[config.mk]
export PLATFORM = sky130hd
export DESIGN_NAME = gmtx_top
export DESIGN_NICKNAME = d
export VERILOG_FILES = /design/src/gmtx_pkg.sv /design/src/gmtx_fifo.sv /design/src/gmtx_top.sv
export SDC_FILE = /design/constraint.sdc
export NUM_CORES = 1
export LEC_CHECK = 0
export ABC_AREA = 1
export BUFFER_PORTS_ARGS = -buffer_cell sky130_fd_sc_hd__buf_4
export CAP_MARGIN = 10
export CELL_PAD_IN_SITES_DETAIL_PLACEMENT = 0
export CELL_PAD_IN_SITES_GLOBAL_PLACEMENT = 1
export CORE_MARGIN = 2
export CORE_UTILIZATION = 46
export CTS_BUF_LIST = sky130_fd_sc_hd__clkbuf_4 sky130_fd_sc_hd__clkbuf_8 sky130_fd_sc_hd__clkbuf_16
export DETAILED_ROUTE_END_ITERATION = 6
export HOLD_SLACK_MARGIN = 0.02
export PLACE_DENSITY = 0.82
export SYNTH_ARGS = -nofsm -noshare
export SYNTH_HDL_FRONTEND = slang
export SYNTH_SLANG_ARGS = --single-unit
[constraint.sdc]
create_clock -name pclk -period 4.4 [get_ports pclk]
set_clock_uncertainty 0.2 [all_clocks]
set_input_delay 0.88 -clock pclk [delete_from_list [all_inputs] [get_ports pclk]]
set_output_delay 0.88 -clock pclk [all_outputs]
set_load 0.02 [all_outputs]
[src/gmtx_pkg.sv]
/*
 * Shared constants and types of the gigabit transmit path: register map,
 * field positions, frame timing counts and the carrier structs.
 * Assumes one transmit clock that is also the register bus clock.
 */
package gmtx_pkg;

    ////////////////////////////////////////////////////////////////////////
    // Register offsets (byte addresses) and fields.
    localparam logic [11:0] OFS_CTRL = 12'h000;
    localparam logic [11:0] OFS_STATUS = 12'h004;
    localparam logic [11:0] OFS_STATS = 12'h008;
    localparam logic [11:0] OFS_FRAMES = 12'h00c;

    localparam int CTRL_EN = 0;
    localparam int CTRL_FCS = 1;
    localparam int CTRL_JUMBO = 2;
    localparam int CTRL_IFG = 3;
    localparam logic [3:0] CTRL_RST = 4'h3;

    localparam int STS_BUSY = 0;
    localparam int STS_CAP = 1;
    localparam int STS_EMPTY = 2;
    localparam int STS_GAP_LSB = 8;

    // Statistics word fields; the frame length sits in bits 15:0.
    localparam int ST_GOOD = 16;
    localparam int ST_UNDR = 17;
    localparam int ST_PAD = 18;
    localparam int ST_FCS = 19;
    localparam int ST_OVR = 20;

    ////////////////////////////////////////////////////////////////////////
    // Frame format, counted in bytes on the byte-wide PHY side.
    localparam logic [7:0] PRE_BYTE = 8'h55;
    localparam logic [7:0] SFD_BYTE = 8'hd5;
    localparam logic [7:0] PAD_BYTE = 8'h00;
    localparam logic [2:0] PRE_LAST = 3'h7;
    localparam logic [15:0] MIN_NOFCS = 16'h003c;
    localparam logic [15:0] MIN_WITHFCS = 16'h0040;
    localparam logic [15:0] MAX_NOFCS = 16'h05ea;
    localparam logic [15:0] MAX_WITHFCS = 16'h05ee;
    localparam logic [7:0] IFG_MIN = 8'h0c;
    localparam logic [31:0] CRC_INIT = 32'hffff_ffff;
    localparam logic [31:0] CRC_POLY = 32'hedb8_8320;

    ////////////////////////////////////////////////////////////////////////
    // Carriers.
    typedef enum logic [2:0] {
        st_idle, st_pre, st_data, st_pad, st_fcs
    } gmtx_state_t;

    typedef struct packed {
        logic last;
        logic bad;
        logic [7:0] data;
    } gmtx_word_t;

    typedef struct packed {
        logic [7:0] txd;
        logic tx_en;
        logic tx_er;
    } gmtx_gmii_t;

endpackage

[src/gmtx_fifo.sv]
/*
 * Byte FIFO between the client capture stage and the transmit engine.
 * Assumes writer and reader share one clock; width and depth are
 * parameters, depth a power of two.
 */
`timescale 1ns/10ps
module gmtx_fifo #(
    parameter int WIDTH = 10,
    parameter int DEPTH = 16
) (
    input wire logic pclk,
    input wire logic presetn,
    input wire logic in_valid,
    output logic in_ready,
    input wire logic [WIDTH-1:0] in_data,
    output logic out_valid,
    input wire logic out_ready,
    output logic [WIDTH-1:0] out_data
);
    localparam int AW = $clog2(DEPTH);

    typedef struct packed {
        logic [AW:0] wr;
        logic [AW:0] rd;
    } gmtx_fptr_t;

    gmtx_fptr_t s_r, s_nxt;
    logic [WIDTH-1:0] mem [DEPTH];
    logic do_wr, do_rd;

    ////////////////////////////////////////////////////////////////////////
    assign in_ready = !((s_r.wr[AW] != s_r.rd[AW]) &&
                        (s_r.wr[AW-1:0] == s_r.rd[AW-1:0]));
    assign out_valid = (s_r.wr != s_r.rd);
    assign out_data = mem[s_r.rd[AW-1:0]];
    assign do_wr = in_valid && in_ready;
    assign do_rd = out_valid && out_ready;

    always_comb begin
        s_nxt = s_r;
        if (do_wr) begin
            s_nxt.wr = s_r.wr + 1'b1;
        end
        if (do_rd) begin
            s_nxt.rd = s_r.rd + 1'b1;
        end
    end

    always_ff @(posedge pclk or negedge presetn) begin
        if (!presetn) begin
            s_r <= '0;
        end else begin
            s_r <= s_nxt;
        end
    end

    always_ff @(posedge pclk) begin
        if (do_wr) begin
            mem[s_r.wr[AW-1:0]] <= in_data;
        end
    end

endmodule // gmtx_fifo

[src/gmtx_top.sv]
/*
 * Transmit engine of a full-duplex gigabit MAC: client byte capture,
 * preamble, padding, check sequence, interframe gap, statistics and an
 * APB register slave.
 * Assumes the client logic runs on pclk and keeps the byte handshake.
 */
// The APB slave port and the register addresses were left to the implementer.
`timescale 1ns/10ps
module gmtx_top
    import gmtx_pkg::*;
#(
    parameter int FIFO_DEPTH = 16
) (
    input wire logic pclk,
    input wire logic presetn,
    input wire logic psel,
    input wire logic penable,
    input wire logic pwrite,
    input wire logic [11:0] paddr,
    input wire logic [31:0] pwdata,
    input wire logic [3:0] pstrb,
    output logic [31:0] prdata,
    output logic pready,
    output logic pslverr,
    input wire logic [7:0] client_data,
    input wire logic client_valid,
    input wire logic client_underrun,
    input wire logic [7:0] client_ifg_delay,
    output logic client_ack,
    output logic [31:0] stats_vector,
    output logic stats_valid,
    output logic [7:0] gmii_txd,
    output logic gmii_tx_en,
    output logic gmii_tx_er
);

    typedef struct packed {
        gmtx_state_t state;
        logic [2:0] pre_idx;
        logic [1:0] fcs_idx;
        logic [15:0] cnt;
        logic [31:0] crc;
        logic [7:0] gap_cnt;
        logic [7:0] gap_len;
        logic hold_v;
        gmtx_word_t hold;
        logic bad;
        logic undr;
        logic ovr;
        logic pad;
        logic fcs_on;
        gmtx_gmii_t gmii;
        logic [31:0] stats;
        logic stats_v;
        logic [31:0] frames;
        logic [3:0] ctrl;
        logic [31:0] prdata;
    } gmtx_core_t;

    gmtx_core_t s_r, s_nxt;
    gmtx_word_t fifo_wdata, fifo_rdata;
    logic fifo_in_ready, fifo_out_valid, fifo_ren;
    logic gap_done, send, tail, fin;
    logic [7:0] byte_out;
    logic [15:0] min_len, max_len;
    logic [3:0] wsel, rsel;

    ////////////////////////////////////////////////////////////////////////
    // Helpers.
    function automatic logic [31:0] crc_byte(input logic [31:0] c,
                                             input logic [7:0] d);
        logic [31:0] r;
        r = c;
        for (int i = 0; i < 8; i++) begin
            r = (r[0] ^ d[i]) ? ((r >> 1) ^ CRC_POLY) : (r >> 1);
        end
        return r;
    endfunction

    function automatic logic [3:0] reg_sel(input logic [11:0] a);
        reg_sel = {a == OFS_FRAMES, a == OFS_STATS, a == OFS_STATUS,
                   a == OFS_CTRL};
    endfunction

    ////////////////////////////////////////////////////////////////////////
    // Byte FIFO between client capture and the engine.
    gmtx_fifo #(
        .WIDTH($bits(gmtx_word_t)),
        .DEPTH(FIFO_DEPTH)
    ) u_fifo (
        .pclk(pclk),
        .presetn(presetn),
        .in_valid(s_r.hold_v),
        .in_ready(fifo_in_ready),
        .in_data(fifo_wdata),
        .out_valid(fifo_out_valid),
        .out_ready(fifo_ren),
        .out_data(fifo_rdata)
    );

    // A byte is written one cycle late so that its last flag is known.
    always_comb begin
        fifo_wdata = s_r.hold;
        fifo_wdata.last = !client_valid;
        fifo_wdata.bad = s_r.hold.bad | client_underrun;
    end

    // The gap target already holds at least the standard minimum.
    assign gap_done = s_r.gap_cnt >= (s_r.gap_len - 8'h01);
    // Only an idle engine with an empty FIFO takes a new first byte.
    assign client_ack = s_r.ctrl[CTRL_EN] && client_valid && gap_done &&
                        (s_r.state == st_idle) && !s_r.hold_v &&
                        !fifo_out_valid && fifo_in_ready;
    assign min_len = s_r.fcs_on ? MIN_NOFCS : MIN_WITHFCS;
    assign max_len = s_r.fcs_on ? MAX_NOFCS : MAX_WITHFCS;
    assign wsel = reg_sel(paddr);
    assign rsel = reg_sel(paddr);

    ////////////////////////////////////////////////////////////////////////
    // Next-state logic.
    always_comb begin
        s_nxt = s_r;
        s_nxt.stats_v = 1'b0;
        s_nxt.gmii = '0;
        fifo_ren = 1'b0;
        send = 1'b0;
        tail = 1'b0;
        fin = 1'b0;
        byte_out = PAD_BYTE;

        // Capture stage: one byte per cycle until valid drops.
        if (client_ack) begin
            s_nxt.hold_v = 1'b1;
            s_nxt.hold = '{last: 1'b0, bad: client_underrun,
                           data: client_data};
        end else if (s_r.hold_v) begin
            if (!fifo_in_ready) begin
                s_nxt.bad = 1'b1;
            end
            if (client_valid) begin
                s_nxt.hold = '{last: 1'b0, bad: client_underrun,
                               data: client_data};
            end else begin
                s_nxt.hold_v = 1'b0;
            end
        end

        unique case (s_r.state)
            st_idle: begin
                if (s_r.gap_cnt != 8'hff) begin
                    s_nxt.gap_cnt = s_r.gap_cnt + 8'h01;
                end
                if (client_ack) begin
                    s_nxt.state = st_pre;
                    s_nxt.pre_idx = '0;
                    s_nxt.cnt = '0;
                    s_nxt.crc = CRC_INIT;
                    s_nxt.bad = client_underrun;
                    s_nxt.undr = client_underrun;
                    s_nxt.ovr = 1'b0;
                    s_nxt.pad = 1'b0;
                    s_nxt.fcs_on = s_r.ctrl[CTRL_FCS];
                end
            end
            st_pre: begin
                s_nxt.gmii.txd = (s_r.pre_idx == PRE_LAST) ? SFD_BYTE :
                                 PRE_BYTE;
                s_nxt.gmii.tx_en = 1'b1;
                s_nxt.gmii.tx_er = s_r.bad;
                s_nxt.pre_idx = s_r.pre_idx + 3'h1;
                if (s_r.pre_idx == PRE_LAST) begin
                    s_nxt.state = st_data;
                end
            end
            st_data: begin
                fifo_ren = 1'b1;
                send = 1'b1;
                if (fifo_out_valid) begin
                    byte_out = fifo_rdata.data;
                    s_nxt.bad = s_nxt.bad | fifo_rdata.bad;
                    s_nxt.undr = s_r.undr | fifo_rdata.bad;
                    tail = fifo_rdata.last;
                end else begin
                    // Starved mid-frame: send a corrupted filler byte.
                    s_nxt.bad = 1'b1;
                    tail = !s_r.hold_v;
                end
            end
            st_pad: begin
                send = 1'b1;
                tail = 1'b1;
                s_nxt.pad = 1'b1;
            end
            st_fcs: begin
                send = 1'b1;
                byte_out = ~s_r.crc[{s_r.fcs_idx, 3'b000} +: 8];
                s_nxt.fcs_idx = s_r.fcs_idx + 2'h1;
                fin = (s_r.fcs_idx == 2'h3);
            end
        endcase

        if (send) begin
            if (s_r.cnt != 16'hffff) begin
                s_nxt.cnt = s_r.cnt + 16'h0001;
            end
            if (s_r.state != st_fcs) begin
                s_nxt.crc = crc_byte(s_r.crc, byte_out);
            end
            if (!s_r.ctrl[CTRL_JUMBO] && s_nxt.cnt > max_len) begin
                s_nxt.ovr = 1'b1;
            end
            s_nxt.gmii.txd = byte_out;
            s_nxt.gmii.tx_en = 1'b1;
            s_nxt.gmii.tx_er = s_nxt.bad | s_nxt.ovr;
        end

        if (tail) begin
            if (s_nxt.cnt < min_len) begin
                s_nxt.state = st_pad;
            end else if (s_r.fcs_on) begin
                s_nxt.state = st_fcs;
                s_nxt.fcs_idx = '0;
            end else begin
                fin = 1'b1;
            end
        end

        if (fin) begin
            s_nxt.state = st_idle;
            s_nxt.gap_cnt = '0;
            s_nxt.gap_len = (s_r.ctrl[CTRL_IFG] &&
                             client_ifg_delay > IFG_MIN) ?
                            client_ifg_delay : IFG_MIN;
            s_nxt.stats = '0;
            s_nxt.stats[15:0] = s_nxt.cnt;
            s_nxt.stats[ST_GOOD] = !(s_nxt.bad | s_nxt.ovr);
            s_nxt.stats[ST_UNDR] = s_nxt.undr;
            s_nxt.stats[ST_PAD] = s_nxt.pad;
            s_nxt.stats[ST_FCS] = s_r.fcs_on;
            s_nxt.stats[ST_OVR] = s_nxt.ovr;
            s_nxt.stats_v = 1'b1;
            s_nxt.frames = s_r.frames + 32'h0000_0001;
        end

        // APB: read data is latched in the setup phase.
        if (psel && !penable) begin
            s_nxt.prdata = '0;
            if (rsel[0]) begin
                s_nxt.prdata[3:0] = s_r.ctrl;
            end
            if (rsel[1]) begin
                s_nxt.prdata[STS_BUSY] = (s_r.state != st_idle);
                s_nxt.prdata[STS_CAP] = s_r.hold_v;
                s_nxt.prdata[STS_EMPTY] = !fifo_out_valid;
                s_nxt.prdata[STS_GAP_LSB +: 8] = s_r.gap_len;
            end
            if (rsel[2]) begin
                s_nxt.prdata = s_r.stats;
            end
            if (rsel[3]) begin
                s_nxt.prdata = s_r.frames;
            end
        end
        if (psel && penable && pwrite && wsel[0] && pstrb[0]) begin
            s_nxt.ctrl = pwdata[3:0];
        end
    end

    // One transmit clock drives everything; no duplex or speed state.
    always_ff @(posedge pclk or negedge presetn) begin
        if (!presetn) begin
            s_r <= '0;
            s_r.ctrl <= CTRL_RST;
            s_r.gap_cnt <= 8'hff;
            s_r.gap_len <= IFG_MIN;
        end else begin
            s_r <= s_nxt;
        end
    end

    ////////////////////////////////////////////////////////////////////////
    // Outputs. The PHY side is plain byte-wide; any DDR shim sits outside.
    assign gmii_txd = s_r.gmii.txd;
    assign gmii_tx_en = s_r.gmii.tx_en;
    assign gmii_tx_er = s_r.gmii.tx_er;
    assign stats_vector = s_r.stats;
    assign stats_valid = s_r.stats_v;
    assign prdata = s_r.prdata;
    assign pready = 1'b1;
    assign pslverr = psel && penable &&
                     ((rsel == 4'h0) || (pwrite && !wsel[0]));

    ////////////////////////////////////////////////////////////////////////
    // Checks.
    logic [7:0] idle_run;
    logic [15:0] wire_len;

    always_ff @(posedge pclk or negedge presetn) begin
        if (!presetn) begin
            idle_run <= 8'hff;
            wire_len <= '0;
        end else begin
            if (gmii_tx_en) begin
                idle_run <= '0;
            end else if (idle_run != 8'hff) begin
                idle_run <= idle_run + 8'h01;
            end
            wire_len <= gmii_tx_en ? wire_len + 16'h0001 : 16'h0000;
        end
    end
endmodule // gmtx_top

==> metrics <==
die height 206 microns; r2r endpoint s_r[49]; Final Max Tran Viols 0; Hold WC Path Type primary input to async pin; hold buffers post-CTS 0; Clock Tree Buf Depth 3; Final setup viols 0; initial antenna violation count 0; share of post-route cells with drive strength above 1 13.8%; CTS sink count 357; setup TNS 0 ns; die width 206 microns; Vias/cell 5.34; Syn Std Cell Area 18,700 sq um; # rows 73; drt pass-1 iters 5; R2R depth 27; Starting Density 46.8%; CP Capture Type output port; fin crit period 4.11 ns; Distinct cells, synth 60; Num CTS Buffers 40; Worst-Skew Late Latency 0.57 ns; Post-DP Area 19,800 sq um; Overall Global Routing Usage 23.9%; CP startpoint kind flop; most instantiated library cell after synthesis nand2_1; launch point of the worst path s_r[128]; Post-Layout Cell Count 2,800; wirelength, routed 50,200 microns; Vias 15.0k; # port buffers 105; diodes inserted 0; Max rail drop VDD 0.357 mV; Leak Pwr 9.79 nW; vias in the first global route 14.5k; Nets 2,341; worst r2r src s_r[128]; drt wl/cell 17.9 microns; outcome finished, final reports clean; most instantiated cells after synthesis 664 x nand2_1, 235 x nand3_1, 185 x dfrtp_1, 175 x nor2_1, 160 x edfxtp_1; Reg clk slew, reported paths 0.06 ns; Remaining DRCs 0; FF-to-FF setup slack 0.30 ns; Fin. Hold Viols 0; DP HPWL 33,400 microns; core area 40,000 sq um; pin count of the biggest net entering global routing 105; ys flop type dfrtp_1; crit path to client_ack; share of the synthesized area in the top cell type 25.7%; post-layout util 53.5%; htree depth 2; Synth Register Bits 357; Syn. warnings 0; P&R area growth vs syn 14.4%; ys async rst share 55.2%; synth top area cells edfxtp_1 26%, dfrtp_1 25%, nand2_1 13%, nand3_1 6.3%, nor2_1 3.5%; largest fanout on the critical path 7; crit path DAT 3.03 ns; Syn Inst Count 2,170; Rel. slew slack 24.8%; CP required 3.32 ns; clock root buffer clkbuf_16; design area 21,400 sq um; final total power 14.7 mW; area leader, netlist edfxtp_1; pwr/cell area 687 nW/um^2; Worst Setup Path Type flop to output port; max-cap violations 0; Final GP Congestion 0.883; Detail Route Antenna Nets 0; Die ar. 42,300 sq um; dpl cells 2,717; first-pass GRT wire length 78,800 microns; Achievable Freq 243 MHz; Slew @ Worst Pin 1.12 ns; IO Count 149; sequential fraction of the synthesis area 52.1%; CTS tree yes; DR iter-0 viols 1,083; fin crit share 93.4%; grt ovf 0; Post-synth EDFFs 160; Avg Synthesized Cell Area 8.63 sq um
worst max-delay path: stages, from the launching register on:
cell      delay, ns
dfrtp_1        0.37
nor2_1         0.10
nand2_1        0.09
or3_4          0.35
nor3_2         0.13
xnor2_1        0.15
ha_1           0.27
nand2_1        0.08
inv_1          0.04
nor2_1         0.09
o21a_1         0.18
nand2_4        0.09
nand3_4        0.12
buf_4          0.16
clkinv_1       0.09
buf_4          0.17
through the flow:
step | worst slack (ns) | hold WS [ns]
CTS | 0.0743 | 0.213
global route | -0.0315 | 0.257
detailed placement | 0.108 | 0.269
floorplan | 0.445 | 0.250
finish | 0.290 | 0.183
global placement | 0.141 | 0.266
metal layers:
metal | up-vias | GRT usage (%) | wire [microns]
met3 | 74 | 4.51 | 3090
met5 | - | 0 | 0
met1 | 7242 | 32.6 | 22000
met2 | 400 | 39.2 | 24000
met4 | 0 | 6.66 | 1110
li1 | 7245 | - | -
flip-flops by register name, summed over array words and instances (netlist names):
register	flops
fifo_wdata	8
gmii_tx_en	1
gmii_tx_er	1
gmii_txd	8
prdata	32
s_r	115
stats_valid	1
stats_vector	21
u_fifo.mem	160
u_fifo.s_r	10
logic make-up (layout without fill, tap and decap cells):
family,count (synthesis),after routing,share of synthesized area [%]
and+or+nand+nor,1178,1179,26.8
DFF,357,357,52.1
other,2,12,0.0401
buffers and inverters,320,414,8.31
xor gates and xnor gates,86,86,4.02
AOI/OAI and AO/OA,191,191,6.41
muxes,11,11,0.655
adders and majority gates,25,25,1.67
placed cells by master, fill, tap and decap left out, types with 6 or more instances in the layout:
master / netlist / routed
dfrtp_1: 185 / 184
edfxtp_1: 160 / 160
nand3_1: 235 / 235
buf_12: 0 / 8
o31ai_1: 10 / 10
xnor2_1: 13 / 13
nor2_4: 5 / 6
nand2_2: 8 / 7
conb_1: 2 / 12
nor3_1: 35 / 33
a41oi_1: 8 / 8
nor4_1: 6 / 6
dfstp_2: 12 / 12
or2_2: 9 / 9
a21oi_1: 33 / 33
ha_1: 25 / 24
a221oi_1: 10 / 10
o21ai_0: 65 / 64
buf_4: 75 / 154
nand4_1: 20 / 20
clkbuf_4: 0 / 7
nand2_1: 664 / 662
nor2_1: 175 / 173
clkinv_1: 6 / 14
xor2_1: 73 / 73
inv_1: 159 / 159
mux2_2: 10 / 10
inv_2: 8 / 8
o211ai_1: 20 / 20
o22ai_1: 16 / 16
clkbuf_16: 0 / 45
power breakdown:
| part | total, mW | switching (mW) | internal [mW] | leakage (nW) |
|---|---|---|---|---|
| Combinational | 6.33 | 4.08 | 2.25 | 5.19 |
| Sequential | 4.92 | 0.700 | 4.22 | 3.92 |
| Clock | 3.45 | 1.39 | 2.06 | 0.679 |
| Total | 14.7 | 6.17 | 8.54 | 9.79 |
how the worst min path moves through the flow:
stage / start / end / slack [ns] / cells past startpoint
4_1_cts: presetn / s_r[67] / 0.21 / 1
5_1_grt: presetn / s_r[67] / 0.26 / 1
3_3_place_gp: prdata[0] / prdata[0] / 0.27 / 2
2_1_floorplan: s_r[112] / s_r[112] / 0.25 / 1
6_report: presetn / s_r[67] / 0.18 / 1
3_5_place_dp: prdata[1] / prdata[1] / 0.27 / 2
area by class of cell:
| class | instances | area, sq um |
|---|---|---|
| Sequential cell | 357 | 9750 |
| Multi-Input combinational cell | 1504 | 7540 |
| Fill cell | 3661 | 18600 |
| Timing Repair Buffer | 169 | 1450 |
| Clock inverter | 20 | 233 |
| Tap cell | 525 | 657 |
| Clock buffer | 52 | 1130 |
| Inverter | 173 | 649 |
what timing repair did:
item	4_1_cts	5_1_grt
hold endpoints to repair	0	0
setup buffers	0	5
gates resized for setup	0	17
endpoints found under the setup margin	0	68
Power figures use the tool's default switching activity.
